==> src/tieg_pkg.sv <==
// Shared constants and types of the timer interrupt enable gating block
package tieg_pkg;
  // Register byte addresses on the APB side
  localparam logic [7:0] OFS_CH_IRQ_EN_BASE = 8'h00;
  localparam logic [7:0] OFS_CH_IRQ_EN_STEP = 8'h04;
  localparam logic [7:0] OFS_CH0_EXTRA = 8'h14;
  localparam logic [7:0] OFS_CH5_PHASE = 8'h18;
  localparam logic [7:0] OFS_IRQ_STATUS = 8'h1c;
  localparam logic [7:0] OFS_IRQ_MASK = 8'h20;

  // Channel enable register field positions
  localparam int BIT_A = 0;
  localparam int BIT_B = 1;
  localparam int BIT_C = 2;
  // Channel 0 extra enable register field positions
  localparam int BIT_E = 0;
  localparam int BIT_F = 1;
  localparam int BIT_ADC_E = 7;
  // Channel 5 phase enable register field positions
  localparam int BIT_W = 0;
  localparam int BIT_V = 1;
  localparam int BIT_U = 2;

  // Sizes
  localparam int NUM_CH = 5;
  localparam int REQ_W = 18;
  localparam int STAT_W = 19;

  // Writable bits per register; all others read as zero
  localparam logic [7:0] CH_EN_MASK_FULL = 8'h07;
  localparam logic [7:0] CH_EN_MASK_NO_C = 8'h03;
  localparam logic [7:0] CH0_EXTRA_MASK = 8'h83;
  localparam logic [7:0] CH5_PHASE_MASK = 8'h07;

  // Values after reset
  localparam logic [7:0] ENABLE_RESET = 8'h00;
  localparam logic [STAT_W-1:0] STATUS_RESET = 19'h00000;
  localparam logic [31:0] RDATA_RESET = 32'h00000000;

  // Flag, enable and request carrier; c is ordered ch0, ch3, ch4 from bit 0
  typedef struct packed {
    logic [4:0] a;
    logic [4:0] b;
    logic [2:0] c;
    logic e;
    logic f;
    logic u;
    logic v;
    logic w;
  } tieg_req_type;

  // APB request from the master
  typedef struct packed {
    logic psel;
    logic penable;
    logic pwrite;
    logic [7:0] paddr;
    logic [31:0] pwdata;
  } tieg_apb_req_type;

  // APB answer from this slave
  typedef struct packed {
    logic [31:0] prdata;
    logic pready;
    logic pslverr;
  } tieg_apb_rsp_type;
endpackage

==> src/tieg_req_gate.sv <==
// Per-bit AND of status flags and enables into registered request levels
module tieg_req_gate (
  input wire logic clk,
  input wire logic arst_n,
  input wire logic [tieg_pkg::REQ_W-1:0] flags,
  input wire logic [tieg_pkg::REQ_W-1:0] enables,
  output logic [tieg_pkg::REQ_W-1:0] reqs
);
  // One flop per request; a level follows both inputs with one cycle of delay
  for (genvar i = 0; i < tieg_pkg::REQ_W; i++) begin : g_bit
    always_ff @(posedge clk or negedge arst_n) begin
      if (!arst_n) begin
        reqs[i] <= 1'b0;
      end else begin
        reqs[i] <= flags[i] & enables[i];
      end
    end
  end
endmodule

==> src/tieg_irq_status.sv <==
// Sticky event status, read-to-clear, mask and one level interrupt
module tieg_irq_status (
  input wire logic clk,
  input wire logic arst_n,
  input wire logic [tieg_pkg::STAT_W-1:0] set,
  input wire logic clr,
  input wire logic [tieg_pkg::STAT_W-1:0] clr_bits,
  input wire logic [tieg_pkg::STAT_W-1:0] mask,
  output logic [tieg_pkg::STAT_W-1:0] status,
  output logic irq
);
  logic [tieg_pkg::STAT_W-1:0] next_status;

  // Only bits seen by the read are cleared, and a new event wins over the clear
  always_comb begin
    next_status = status;
    if (clr) begin
      next_status = next_status & ~clr_bits;
    end
    next_status = next_status | set;
  end

  // Status store
  always_ff @(posedge clk or negedge arst_n) begin
    if (!arst_n) begin
      status <= tieg_pkg::STATUS_RESET;
    end else begin
      status <= next_status;
    end
  end

  // Interrupt tracks the status that is being stored, so it never lags it
  always_ff @(posedge clk or negedge arst_n) begin
    if (!arst_n) begin
      irq <= 1'b0;
    end else begin
      irq <= |(next_status & mask);
    end
  end
endmodule

==> src/tieg_top.sv <==
// Timer interrupt and converter trigger enable registers with APB access
module tieg_top (
  input wire logic CORE_CLK,
  input wire logic ARST_N,
  input wire tieg_pkg::tieg_apb_req_type APB_REQ,
  output tieg_pkg::tieg_apb_rsp_type APB_RSP,
  input wire tieg_pkg::tieg_req_type FLAGS,
  input wire logic MATCH_E_PULSE,
  output tieg_pkg::tieg_req_type REQS,
  output logic ADC_START,
  output logic IRQ_OUT
);
  // Register map, one aligned 32-bit word per register
  //   0x00 channel 0 enables: bit 2 compare C, bit 1 compare B, bit 0 compare A
  //   0x04 channel 1 enables: bit 1 compare B, bit 0 compare A, bit 2 reserved
  //   0x08 channel 2 enables: bit 1 compare B, bit 0 compare A, bit 2 reserved
  //   0x0c channel 3 enables: bit 2 compare C, bit 1 compare B, bit 0 compare A
  //   0x10 channel 4 enables: bit 2 compare C, bit 1 compare B, bit 0 compare A
  //   0x14 channel 0 extra: bit 7 converter start, bit 1 compare F, bit 0 compare E
  //   0x18 channel 5 phase: bit 2 phase U, bit 1 phase V, bit 0 phase W
  //   0x1c event status: sticky, a read clears the bits it returns
  //   0x20 event mask: same layout as the status word
  //   Any other offset answers with an error and changes nothing
  //   Enables and mask read back; status is read only, writes to it are dropped
  //   Upper bits of every word read zero
  //   All enables, status and mask come out of reset as zero

  // Status and mask bit layout; bits 17..0 follow the request vector
  //   bits 17..13 compare A, channels 4 down to 0
  //   bits 12..8 compare B, channels 4 down to 0
  //   bits 7..5 compare C of channels 4, 3 and 0
  //   bit 4 compare E, bit 3 compare F
  //   bits 2..0 phase U, phase V and phase W
  //   bit 18 converter start issued
  //   bits 31..19 always read zero

  // Requests
  //   Each request is its flag ANDed with its enable, one flop deep
  //   Channels 1 and 2 have no compare C request

  // Bus timing, fixed one wait state
  //   Setup cycle, then two access cycles; pready stands in the second
  //   Writes and the status clear land at the edge that ends the transfer
  //   Read data stands only while pready is high and is zero otherwise
  //   Back-to-back transfers are accepted; the next setup may follow at once
  //   An unmapped address gives pslverr with zero read data
  //   pready is never high for more than one cycle

  // Limitations
  //   Channel enable bits 7..3 are not kept here; they read zero
  //   Requests are registered, so they trail flag and enable by one cycle
  //   Status records rising request edges, not the request levels
  //   Only full-word writes; byte strobes and protection bits are not used
  //   Address is 8 bits; everything above 0x20 is unmapped
  //   No separate interrupt line per request; one summary line only

  // Hazards
  //   Event and status read in one cycle: the event is kept for the next read
  //   A request that falls and rises between two reads is recorded once
  //   Ones written to reserved bits are dropped, so they cannot arm anything
  //   The mask acts on the interrupt one cycle after its write lands
  //   Mask changes never touch status; unmasking shows old events one cycle after the write lands
  //   Clearing a flag drops its request a cycle later, enable unchanged
  //   Back-to-back compare E matches give back-to-back converter starts
  //   A read of an unmapped address clears nothing

  // Enable stores
  logic [7:0] ch_irq_en [tieg_pkg::NUM_CH];
  logic [7:0] channel0_extra_enable;
  logic [7:0] channel5_phase_irq_enable;

  // Event status and mask
  logic [tieg_pkg::STAT_W-1:0] irq_mask;
  logic [tieg_pkg::STAT_W-1:0] irq_status;
  logic [tieg_pkg::STAT_W-1:0] status_set;

  // Request path
  logic [tieg_pkg::REQ_W-1:0] req_vec;
  logic [tieg_pkg::REQ_W-1:0] req_prev;
  logic [tieg_pkg::REQ_W-1:0] req_rise;
  tieg_pkg::tieg_req_type enables;

  // Bus answer and decode
  logic [31:0] next_rdata;
  logic next_err;
  logic pready;
  logic pslverr;
  logic [31:0] prdata;
  logic setup_seen;
  logic wr_done;
  logic rd_done;
  logic [7:0] wbyte;
  logic [tieg_pkg::NUM_CH-1:0] hit_ch;
  logic hit_extra;
  logic hit_ch5;
  logic hit_status;
  logic hit_mask;
  logic [tieg_pkg::NUM_CH-1:0] wr_ch;
  logic wr_extra;
  logic wr_ch5;
  logic wr_mask;
  logic rd_status;

  // Answer fields come straight from flops
  assign APB_RSP.prdata = prdata;
  assign APB_RSP.pready = pready;
  assign APB_RSP.pslverr = pslverr;
  assign REQS = tieg_pkg::tieg_req_type'(req_vec);

  // Transfer completes at the edge where pready is seen with psel and penable
  assign setup_seen = APB_REQ.psel & APB_REQ.penable & ~pready;
  assign wr_done = APB_REQ.psel & APB_REQ.penable & pready & APB_REQ.pwrite;
  assign rd_done = APB_REQ.psel & APB_REQ.penable & pready & ~APB_REQ.pwrite;
  assign wbyte = APB_REQ.pwdata[7:0];

  // Address decode, one hit per register outside the channel loop
  assign hit_extra = (APB_REQ.paddr == tieg_pkg::OFS_CH0_EXTRA);
  assign hit_ch5 = (APB_REQ.paddr == tieg_pkg::OFS_CH5_PHASE);
  assign hit_status = (APB_REQ.paddr == tieg_pkg::OFS_IRQ_STATUS);
  assign hit_mask = (APB_REQ.paddr == tieg_pkg::OFS_IRQ_MASK);

  // Write and read-clear strobes; nothing moves before the completion edge
  assign wr_extra = wr_done & hit_extra;
  assign wr_ch5 = wr_done & hit_ch5;
  assign wr_mask = wr_done & hit_mask;
  assign rd_status = rd_done & hit_status;

  // One wait state: pready rises at the edge ending the first access cycle, drops after completion
  always_ff @(posedge CORE_CLK or negedge ARST_N) begin
    if (!ARST_N) begin
      pready <= 1'b0;
    end else begin
      pready <= setup_seen;
    end
  end

  // Read data and error are prepared together with pready
  always_ff @(posedge CORE_CLK or negedge ARST_N) begin
    if (!ARST_N) begin
      prdata <= tieg_pkg::RDATA_RESET;
      pslverr <= 1'b0;
    end else if (setup_seen) begin
      prdata <= next_rdata;
      pslverr <= next_err;
    end else if (pready) begin
      prdata <= tieg_pkg::RDATA_RESET;
      pslverr <= 1'b0;
    end
  end

  // Channel 0 to 4 enables; bit C exists only where the channel has compare C
  for (genvar ch = 0; ch < tieg_pkg::NUM_CH; ch++) begin : g_ch
    localparam logic [7:0] WMASK = (ch == 1 || ch == 2) ?
      tieg_pkg::CH_EN_MASK_NO_C : tieg_pkg::CH_EN_MASK_FULL;
    localparam logic [7:0] ADDR = 8'(tieg_pkg::OFS_CH_IRQ_EN_BASE +
      8'(ch) * tieg_pkg::OFS_CH_IRQ_EN_STEP);
    // Per-channel decode and write strobe
    assign hit_ch[ch] = (APB_REQ.paddr == ADDR);
    assign wr_ch[ch] = wr_done & hit_ch[ch];
    always_ff @(posedge CORE_CLK or negedge ARST_N) begin
      if (!ARST_N) begin
        ch_irq_en[ch] <= tieg_pkg::ENABLE_RESET;
      end else if (wr_ch[ch]) begin
        ch_irq_en[ch] <= wbyte & WMASK;
      end
    end
  end

  // Channel 0 extra enables; reserved middle bits never store
  always_ff @(posedge CORE_CLK or negedge ARST_N) begin
    if (!ARST_N) begin
      channel0_extra_enable <= tieg_pkg::ENABLE_RESET;
    end else if (wr_extra) begin
      channel0_extra_enable <= wbyte & tieg_pkg::CH0_EXTRA_MASK;
    end
  end

  // Channel 5 phase enables
  always_ff @(posedge CORE_CLK or negedge ARST_N) begin
    if (!ARST_N) begin
      channel5_phase_irq_enable <= tieg_pkg::ENABLE_RESET;
    end else if (wr_ch5) begin
      channel5_phase_irq_enable <= wbyte & tieg_pkg::CH5_PHASE_MASK;
    end
  end

  // Interrupt mask, same layout as the status register
  always_ff @(posedge CORE_CLK or negedge ARST_N) begin
    if (!ARST_N) begin
      irq_mask <= tieg_pkg::STATUS_RESET;
    end else if (wr_mask) begin
      irq_mask <= APB_REQ.pwdata[tieg_pkg::STAT_W-1:0];
    end
  end

  // Read mux and address decode; unmapped addresses answer with an error
  always_comb begin
    next_rdata = tieg_pkg::RDATA_RESET;
    next_err = 1'b1;
    for (int ch = 0; ch < tieg_pkg::NUM_CH; ch++) begin
      if (APB_REQ.paddr == 8'(tieg_pkg::OFS_CH_IRQ_EN_BASE +
          8'(ch) * tieg_pkg::OFS_CH_IRQ_EN_STEP)) begin
        next_rdata = {24'h000000, ch_irq_en[ch]};
        next_err = 1'b0;
      end
    end
    unique case (APB_REQ.paddr)
      tieg_pkg::OFS_CH0_EXTRA: begin
        next_rdata = {24'h000000, channel0_extra_enable};
        next_err = 1'b0;
      end
      tieg_pkg::OFS_CH5_PHASE: begin
        next_rdata = {24'h000000, channel5_phase_irq_enable};
        next_err = 1'b0;
      end
      tieg_pkg::OFS_IRQ_STATUS: begin
        next_rdata = {13'h0000, irq_status};
        next_err = 1'b0;
      end
      tieg_pkg::OFS_IRQ_MASK: begin
        next_rdata = {13'h0000, irq_mask};
        next_err = 1'b0;
      end
      default: begin
        next_rdata = next_rdata;
        next_err = next_err;
      end
    endcase
  end

  // Enable bits gathered into the request layout
  always_comb begin
    enables = '0;
    for (int ch = 0; ch < tieg_pkg::NUM_CH; ch++) begin
      enables.a[ch] = ch_irq_en[ch][tieg_pkg::BIT_A];
      enables.b[ch] = ch_irq_en[ch][tieg_pkg::BIT_B];
    end
    enables.c[0] = ch_irq_en[0][tieg_pkg::BIT_C];
    enables.c[1] = ch_irq_en[3][tieg_pkg::BIT_C];
    enables.c[2] = ch_irq_en[4][tieg_pkg::BIT_C];
    enables.e = channel0_extra_enable[tieg_pkg::BIT_E];
    enables.f = channel0_extra_enable[tieg_pkg::BIT_F];
    enables.u = channel5_phase_irq_enable[tieg_pkg::BIT_U];
    enables.v = channel5_phase_irq_enable[tieg_pkg::BIT_V];
    enables.w = channel5_phase_irq_enable[tieg_pkg::BIT_W];
  end

  // Request levels; a flag cleared by software drops its request the next cycle
  tieg_req_gate u_gate (
    .clk(CORE_CLK),
    .arst_n(ARST_N),
    .flags(FLAGS),
    .enables(enables),
    .reqs(req_vec)
  );

  // Converter start pulse, one cycle per enabled compare E match
  always_ff @(posedge CORE_CLK or negedge ARST_N) begin
    if (!ARST_N) begin
      ADC_START <= 1'b0;
    end else begin
      ADC_START <= MATCH_E_PULSE & channel0_extra_enable[tieg_pkg::BIT_ADC_E];
    end
  end

  // Previous request levels for edge detection of new requests
  always_ff @(posedge CORE_CLK or negedge ARST_N) begin
    if (!ARST_N) begin
      req_prev <= '0;
    end else begin
      req_prev <= req_vec;
    end
  end

  // Rising request edges and converter starts become sticky events
  assign req_rise = req_vec & ~req_prev;
  assign status_set = {ADC_START, req_rise};

  // Read of status clears exactly the bits returned in that read
  tieg_irq_status u_status (
    .clk(CORE_CLK),
    .arst_n(ARST_N),
    .set(status_set),
    .clr(rd_status),
    .clr_bits(prdata[tieg_pkg::STAT_W-1:0]),
    .mask(irq_mask),
    .status(irq_status),
    .irq(IRQ_OUT)
  );
endmodule

==> config.mk <==
export PLATFORM = sky130hd
export DESIGN_NAME = tieg_top
export DESIGN_NICKNAME = d
export VERILOG_FILES = /design/src/tieg_pkg.sv /design/src/tieg_req_gate.sv /design/src/tieg_irq_status.sv /design/src/tieg_top.sv
export SDC_FILE = /design/constraint.sdc
export NUM_CORES = 1
export LEC_CHECK = 0
export BUFFER_PORTS_ARGS = -buffer_cell sky130_fd_sc_hd__buf_2
export CORE_UTILIZATION = 41
export DETAILED_ROUTE_END_ITERATION = 10
export PLACE_DENSITY = 0.69
export SLEW_MARGIN = 30
export SYNTH_ARGS = -nofsm -noshare
export SYNTH_HDL_FRONTEND = slang
export SYNTH_SLANG_ARGS = --single-unit
==> constraint.sdc <==
create_clock -name CORE_CLK -period 3.4 [get_ports CORE_CLK]
set_clock_uncertainty 0.15 [all_clocks]
set_input_delay 0.34 -clock CORE_CLK [delete_from_list [all_inputs] [get_ports CORE_CLK]]
set_output_delay 0.34 -clock CORE_CLK [all_outputs]
set_load 0.005 [all_outputs]
After elaboration in Yosys (flattened, before gate mapping)
Index checks and enable logic that the tools add are counted.
{"block": "word_totals", "register_bits": 129, "latch_bits": 0, "ramBits": 0, "romBits": 0, "in_bits": 64, "output_inout_bits": 54, "wordCells": 103, "n_memories": 0}
{"block": "classes", "addsub": 0, "mul": 0, "n_div": 0, "n_lt_le_gt_ge": 0, "n_eq_ne": 8, "shift": 0, "n_mux": 17, "bitwise_logic": 41, "n_reduce_logical": 4}
{"operator": "19-bit case mux with 4 select lines", "n": 1}
{"operator": "32-bit two-way mux", "n": 2}
{"operator": "19-bit AND", "n": 2}
{"operator": "1-bit AND", "n": 33}
{"operator": "8-bit by 5-bit equality test with 1-bit output (second input constant)", "n": 4}
{"operator": "19-bit two-way mux", "n": 1}
{"operator": "19-bit inverter", "n": 1}
{"operator": "19-bit bitwise OR", "n": 1}
{"operator": "19-bit OR reduction", "n": 1}
{"operator": "18-bit AND", "n": 1}
{"operator": "18-bit inverter", "n": 1}
{"operator": "8-bit by 4-bit equality test with 1-bit output (second input constant)", "n": 2}
{"operator": "3-bit two-way mux", "n": 5}
{"operator": "8-bit by 3-bit equality test with 1-bit output (second input constant)", "n": 1}
{"operator": "8-bit by 6-bit equality test with 1-bit output (second input constant)", "n": 1}
{"operator": "8-bit zero test", "n": 1}
{"operator": "1-bit two-way mux", "n": 8}
{"operator": "4-bit OR reduction", "n": 1}
{"operator": "1-bit inverter", "n": 2}
{"operator": "2-bit nonzero test", "n": 1}

Longest topological paths before layout
Gate-level depths: netlist (run 1).
{"block": "depth", "word_depth": 8, "mapped_depth": 8, "depth_no_buf": 6}

Hierarchy
Synthesis (run 1) repeated with hierarchy kept, for this count alone.
{"block": "hier_totals", "cells_unflattened": 386, "area_unflattened_um2": 5011.1}
{"module": "tieg_top", "n_inst": 1, "cells_per_inst": 278, "area_per_inst_um2": 3599.7, "seq_area_each_um2": 1951.9}
{"module": "tieg_irq_status", "n_inst": 1, "cells_per_inst": 72, "area_per_inst_um2": 848.3, "seq_area_each_um2": 500.5}
{"module": "tieg_req_gate", "n_inst": 1, "cells_per_inst": 36, "area_per_inst_um2": 563.0, "seq_area_each_um2": 450.4}

Least setup slack after synthesis (run 1)
Ideal clock, no wire load.
{"block": "synth_path", "path_kind": "input port to flip-flop", "startpoint": "in APB_REQ[35] (netlist name)", "endpoint": "reg irq_mask[10] (netlist name)", "setup_time_ns": 0.125, "arrival_time_ns": 1.925, "t_required_ns": 3.125, "setup_slack_ns": 1.200, "stages": 6, "n_path_buf": 2, "path_cell_list": "clkbuf_1 nor4_2 nand3_1 nor2_2 buf_2 mux2_2"}
{"block": "synth_via", "elab_chain_cells": 2}
{"element": "from (decl)", "line": "tieg_top.sv:5", "rtl": "input wire tieg_pkg::tieg_apb_req_type APB_REQ,"}
{"element": "8-bit by 6-bit equality test with 1-bit output", "line": "tieg_top.sv:120", "rtl": "assign hit_mask = (APB_REQ.paddr == tieg_pkg::OFS_IRQ_MASK);"}
{"element": "1-bit AND", "line": "tieg_top.sv:125", "rtl": "assign wr_mask = wr_done & hit_mask;"}
{"element": "to (signal assigned)", "line": "tieg_top.sv:190", "rtl": "irq_mask <= tieg_pkg::STATUS_RESET;"}
{"element": "to (signal assigned)", "line": "tieg_top.sv:192", "rtl": "irq_mask <= APB_REQ.pwdata[tieg_pkg::STAT_W-1:0];"}
{"element": "to (decl)", "line": "tieg_top.sv:73", "rtl": "logic [tieg_pkg::STAT_W-1:0] irq_mask;"}
No other way between the ends.
A chain may end at the register's enable or synchronous reset.

Final worst setup path (run 1)
{"block": "layout_path", "startpoint": "reg pready", "endpoint": "reg u_status.irq"}
{"block": "layout_via", "elab_chain_cells": 7}
{"element": "from (decl)", "line": "tieg_top.sv:86", "rtl": "logic pready;"}
{"element": "from (signal assigned)", "line": "tieg_top.sv:133", "rtl": "pready <= setup_seen;"}
{"element": "1-bit AND (2 in series)", "line": "tieg_top.sv:113", "rtl": "assign rd_done = APB_REQ.psel & APB_REQ.penable & pready & ~APB_REQ.pwrite;"}
{"element": "1-bit AND", "line": "tieg_top.sv:126", "rtl": "assign rd_status = rd_done & hit_status;"}
{"element": "19-bit two-way mux", "line": "tieg_irq_status.sv:17", "rtl": "if (clr) begin"}
{"element": "19-bit bitwise OR", "line": "tieg_irq_status.sv:20", "rtl": "next_status = next_status | set;"}
{"element": "19-bit AND", "line": "tieg_irq_status.sv:37", "rtl": "irq <= |(next_status & mask);"}
{"element": "19-bit OR reduction", "line": "tieg_irq_status.sv:37"}
{"element": "to (signal assigned)", "line": "tieg_irq_status.sv:37"}
{"element": "to (decl)", "line": "tieg_irq_status.sv:10", "rtl": "output logic irq"}
No other way between the ends.

==> impl_metrics.json, run 1 <==
{
  "critical_path.startpoint_type": "flip-flop",
  "die-area_mm2": 0.0126,
  "remaining_drc_errors": 5,
  "postCtsResizedCells": 0,
  "synth.most_common_cell": "dfrtp_1",
  "portBuffers": 91,
  "min_to": "irq_mask[16]",
  "cp_max_fo": 18,
  "pwr-share-seq": 0.411,
  "rows": 39,
  "grt.busiest_layer": "met2",
  "coreArea_mm2": 0.0116,
  "synth_top_area_cell": "dfrtp_1",
  "period_share": 0.725,
  "synth.yosys.seq_area_share": 0.583,
  "place_hpwl_mm": 8.78,
  "status": "complete, but fails checks",
  "p_sw_uw": 698,
  "drive_above_1_share": 0.316,
  "finalMaxSlewViolations": 0,
  "fin_hold_ws_ps": 5.64,
  "root_buffer": "clkbuf_16",
  "muxShareOfSynthArea": 0.101,
  "drt-initial-drc-count": 380,
  "hold_depth": 2,
  "dp_cells": 652,
  "min_from": "APB_REQ[16]",
  "finalNonFillerCells": 694,
  "grt_use_total": 0.217,
  "synthFlopType": "dfrtp_1",
  "p_sw_frac": 0.204,
  "firstDrtPassIters": 11,
  "worst_pin_slew_ps": 956,
  "cts_max_level": 4,
  "crit_type": "reg2reg",
  "power_frac_comb": 0.040,
  "avgSynthCellArea_um2": 11.7,
  "vdd_drop_max_v": 0.000287,
  "setup-tns-final_ps": 0,
  "power.leakage_nw": 3.22,
  "cts_hold_buf": 11,
  "clk_pin_slew_ps": 50,
  "fin_crit_ps": 2470,
  "cts_buffers": 17,
  "nets": 603,
  "finalSetupViolations": 0,
  "power_density_mw_per_mm2": 544,
  "detailed_place.area_mm2": 0.00556,
  "worstHoldPathType": "in2reg",
  "syn_inst": 426,
  "netlist.area_leader.share": 0.583,
  "gp_congestion": 0.902,
  "fmax_ghz": 0.405,
  "rsz0062_at_grt": "false",
  "p_int_mw": 2.73,
  "ys_ff_latch": 116,
  "synth_edf_count": 0,
  "cap_viol_max_count": 0,
  "r2r_cells": 7,
  "hold_violations": 0,
  "grt_max_degree": 61,
  "synth-adder-area-share": 0,
  "use_met1": 0.293,
  "timing.rr.end": "u_status.irq",
  "grt_pass1_vias": 3838,
  "ios": 118,
  "synthArstFlopShare": 1.00,
  "diodes": 0,
  "grt_use_met3": 0.0621,
  "cts_sinks": 116,
  "ys_types": 47,
  "synth_compound_area_frac": 0.123,
  "die_y_um": 112,
  "wire_per_inst_um": 18.2,
  "clk_path_buf_depth": 2,
  "wl_mm": 12.6,
  "arrival_ps": 2580,
  "gr-usage-met2": 0.330,
  "netlist_top_cells_count": "116 x dfrtp_1, 51 x nand2_1, 39 x mux2_2, 39 x o21ai_0, 23 x nor2b_1",
  "r2r_setup_slack_ps": 930,
  "synthToLayoutAreaGrowth_pct": 26.4,
  "violations": "design-rule violations",
  "worstReg2RegStart": "pready",
  "ys_top_cells_by_area": "dfrtp_1 58%, mux2_2 8.8%, o21ai_0 3.9%, nand2_1 3.8%, nor2b_1 2.9%",
  "drtAntennaViolNets": 0,
  "clk_latency_ps": 410,
  "fin_util": 0.542,
  "end_kind": "flip-flop",
  "postCtsSetupRepairBufs": 0,
  "viasPerCell": 5.50,
  "start_util": 0.429,
  "clockPowerShare": 0.549,
  "ys.warnings.count": 0,
  "design_area_mm2": 0.00629,
  "synth-simple-area-share": 0.153,
  "netlist_area_mm2": 0.00498,
  "tritoncts": "built",
  "vias": 3818,
  "synth_top_family_by_area": "simple AND/OR/NAND/NOR gates",
  "synthXorXnorAreaFrac": 0,
  "grt_pass1_wl_mm": 20.6,
  "antenna_found_initial": 0,
  "die_x_um": 112,
  "required_ps": 3510,
  "relSlewSlack": 0.363,
  "grt_overflow_total": 0
}
power groups by stage:
stage / Combinational (mW) / Sequential (mW) / Clock, mW
floorplan: 0.0578 / 1.43 / 0
global placement: 0.125 / 1.43 / 0
detailed placement: 0.128 / 1.43 / 0
CTS: 0.138 / 1.41 / 1.89
global route: 0.153 / 1.41 / 1.97
finish: 0.137 / 1.41 / 1.88
flip-flops by register name, indices dropped and copies added (netlist names):
| name | flops |
|---|---|
| req_prev | 18 |
| ch_irq_en | 13 |
| pslverr | 1 |
| pready | 1 |
| u_status.irq | 1 |
| channel5_phase_irq_enable | 3 |
| ADC_START | 1 |
| prdata | 19 |
| u_gate.reqs | 18 |
| irq_mask | 19 |
| u_status.status | 19 |
| channel0_extra_enable | 3 |
layout make-up:
cell class	count	area [µm²]
Clock buffer	22	474
Sequential cell	116	2900
Fill cell	994	5320
Tap cell	143	179
Inverter	6	22.5
Multi-Input combinational cell	289	1930
Timing Repair Buffer	109	633
Clock inverter	9	151
through the flow:
step / setup slack (ps) / power [mW]
2_1_floorplan: 1200 / 1.48
3_3_place_gp: 688 / 1.55
3_5_place_dp: 658 / 1.56
4_1_cts: 971 / 3.44
5_1_grt: 773 / 3.53
6_report: 934 / 3.42
worst max-delay path by stage:
stage	start	cells past startpoint	slack, ps	end
4_1_cts	pready	7	970	u_status.irq
5_1_grt	pready	7	770	u_status.irq
3_3_place_gp	APB_REQ[37]	8	690	u_status.irq
6_report	pready	7	930	u_status.irq
3_5_place_dp	APB_REQ[37]	8	660	u_status.irq
2_1_floorplan	APB_REQ[35]	6	1200	irq_mask[10]
placed cells by master (no fill, tap or decap), types with 3 or more instances in the layout:
master	instances
nand3_1	4
bufinv_16	4
nand2b_1	5
nor2b_1	23
and2_1	20
and3_1	3
buf_2	90
nor2_1	10
nand2_1	51
a22o_1	5
o211ai_1	3
conb_1	13
mux2_2	39
dlygate4sd3_1	11
inv_1	6
buf_4	7
clkinv_2	3
clkbuf_16	17
nand4_1	5
a31oi_1	3
nand3b_1	3
dfrtp_1	116
a21o_1	12
a22oi_1	16
clkbuf_8	3
o21ai_0	39
a21oi_1	4
cell families after synthesis:
kind of cell / Yosys count
and+or+nand+nor: 139
DFF: 116
AOI/OAI and AO/OA: 94
muxes: 43
buffers and inverters: 33
other: 1
critical path, cell delays in order (launching register included):
cell	delay, ps
dfrtp_1	440
nand3_1	200
nor4_4	510
buf_4	330
a31oi_1	130
a31oi_1	220
and3_1	220
nand4_1	90
metal layers:
metal	vias up	wire (µm)	part of all wire
met4	0	335	0.027
met3	32	875	0.069
li1	1724	-	-
met5	-	0	0
met2	183	5940	0.47
met1	1879	5450	0.43
No activity file was read; power rests on OpenSTA's default activity.
==> run 2: changes to the inputs <==
Settings changed: PLACE_DENSITY 0.69 to 0.71.
Clock period 3.4 ns to 2.05 ns, I/O delays scaled along.
==> impl_metrics.json, run 2 (same netlist as run 1, synthesis figures left out) <==
{
  "reg_top3": "irq_mask: 19 flops, prdata: 19 flops, u_status.status: 19 flops",
  "drive_above_1_share": 0.366,
  "design_area_mm2": 0.00697,
  "vdd_drop_max_v": 0.000486,
  "power_density_mw_per_mm2": 811,
  "pwr-share-seq": 0.412,
  "crit_type": "reg2reg",
  "grt_pass1_vias": 4191,
  "dp_cells": 696,
  "crit_chain": "nor2b_1 > o21ai_0 > nand4_1 > or4_1 > a221oi_2 > nand4_1",
  "required_ps": 2180,
  "diodes": 0,
  "finalNonFillerCells": 769,
  "clk_pin_slew_ps": 50,
  "cts_max_level": 4,
  "final_common_cell": "dfrtp_1",
  "grt_max_degree": 117,
  "p_sw_frac": 0.216,
  "status": "complete, but fails checks",
  "grt_use_total": 0.233,
  "fin_crit_ps": 2020,
  "vias": 4079,
  "cpMaxStageDelayCell": "or4_1",
  "coreArea_mm2": 0.0116,
  "startpoint": "u_gate.reqs[15]",
  "layout_common_cells": "116 x dfrtp_1, 89 x buf_2, 50 x nand2_1, 50 x buf_4",
  "power.leakage_nw": 3.58,
  "ios": 118,
  "wire_per_inst_um": 17.8,
  "worstHoldPathType": "in2reg",
  "die_y_um": 112,
  "cp_max_fo": 2,
  "rsz0062_at_grt": "true",
  "place_hpwl_mm": 9.45,
  "min_from": "APB_REQ[40]",
  "root_buffer": "clkbuf_16",
  "gp_congestion": 0.878,
  "arrival_ps": 2150,
  "start_util": 0.429,
  "die-area_mm2": 0.0126,
  "fmax_ghz": 0.495,
  "antenna_found_initial": 0,
  "drt-initial-drc-count": 313,
  "cts_buffers": 17,
  "worst_pin_slew_ps": 636,
  "tritoncts": "built",
  "p_int_mw": 4.43,
  "relSlewSlack": 0.576,
  "clockPowerShare": 0.534,
  "die_x_um": 112,
  "clk_latency_ps": 420,
  "portBuffers": 91,
  "critical_path.top_delay_family": "simple AND/OR/NAND/NOR gates",
  "wl_mm": 13.7,
  "critical_path.startpoint_type": "flip-flop",
  "finalSetupViolations": 0,
  "hold_violations": 0,
  "violations": "design-rule violations",
  "rows": 39,
  "fill_cells": 942,
  "path_buf_inv": 0,
  "grt_overflow_total": 0,
  "grt_pass1_wl_mm": 22.0,
  "fin_util": 0.600,
  "detailed_place.area_mm2": 0.00592,
  "pre_cts_ws_ps": -281,
  "nets": 677,
  "crit_path_frequent_cell": "nand4_1",
  "end_kind": "flip-flop",
  "period_share": 0.986,
  "firstDrtPassIters": 9,
  "slowest_delay_ps": 560,
  "r2r_setup_slack_ps": 30,
  "power_frac_comb": 0.054,
  "viasPerCell": 5.30,
  "cap_viol_max_count": 0,
  "finalMaxSlewViolations": 0,
  "timing.final.ws_setup_ps": 28.9,
  "cts_sinks": 116,
  "p_sw_mw": 1.22,
  "clk_path_buf_depth": 2,
  "fin_hold_ws_ps": 119,
  "remaining_drc_errors": 8,
  "synthToLayoutAreaGrowth_pct": 39.9,
  "drtAntennaViolNets": 0,
  "worstReg2RegStart": "u_gate.reqs[15]"
}
-- run 2: cell count changes in the layout (fill, tap and decap cells not counted), sizes merged --
cell,change
buf,+46
bufinv,-1
clkbuf,-3
clkinv,+2
clkinvlp,+3
dlygate4sd3,+28
-- run 2: tightest hold or removal path: cells and delay by family --
kind	cells	cell delay [ps]
and+or+nand+nor	3	250
buffers and inverters	1	130
AOI/OAI and AO/OA	1	70
-- run 2: cell type report --
cell class	count	area, µm²	area share
Sequential cell	116	2900	0.417
Multi-Input combinational cell	289	1960	0.281
Timing Repair Buffer	183	1290	0.186
Clock buffer	19	453	0.0650
Tap cell	143	179	0.0257
Clock inverter	13	158	0.0226
Inverter	6	22.5	0.00323
-- run 2: worst paths after layout --
check	endpoint	cells after the start
min	u_status.irq	5
max in group asynchronous	irq_mask[11]	3
max reg2reg	u_status.irq	6
min reg2reg	req_prev[2]	0
max	u_status.irq	6
min in group asynchronous	u_gate.reqs[2]	3
-- run 2: metal layers --
layer,GRT usage,vias to the layer above,wire [µm]
li1,-,1867,-
met4,0.0916,0,326
met3,0.0567,34,926
met1,0.293,2007,5590
met2,0.390,171,6830
met5,0,-,0
-- run 2: repair_timing --
item                                    CTS  global route
setup buffers                             0             2
endpoints found under the setup margin    1             1
resized for setup                         7            10
hold endpoints to repair                173             0
hold buffers                             39             0
pin swaps                                 2             7
-- run 2: power by group through the flow --
stage | clock network [mW] | registers [mW] | logic (mW)
floorplan | 0 | 2.37 | 0.0961
global placement | 0 | 2.37 | 0.237
detailed placement | 0 | 2.37 | 0.242
CTS | 3.05 | 2.33 | 0.301
global route | 3.15 | 2.33 | 0.336
finish | 3.02 | 2.33 | 0.305
-- run 2: metrics by stage --
stage / setup TNS [ps] / power [mW]
2_1_floorplan: 0 / 2.46
3_3_place_gp: -615 / 2.60
3_5_place_dp: -619 / 2.61
4_1_cts: 0 / 5.68
5_1_grt: -22.8 / 5.81
6_report: 0 / 5.65
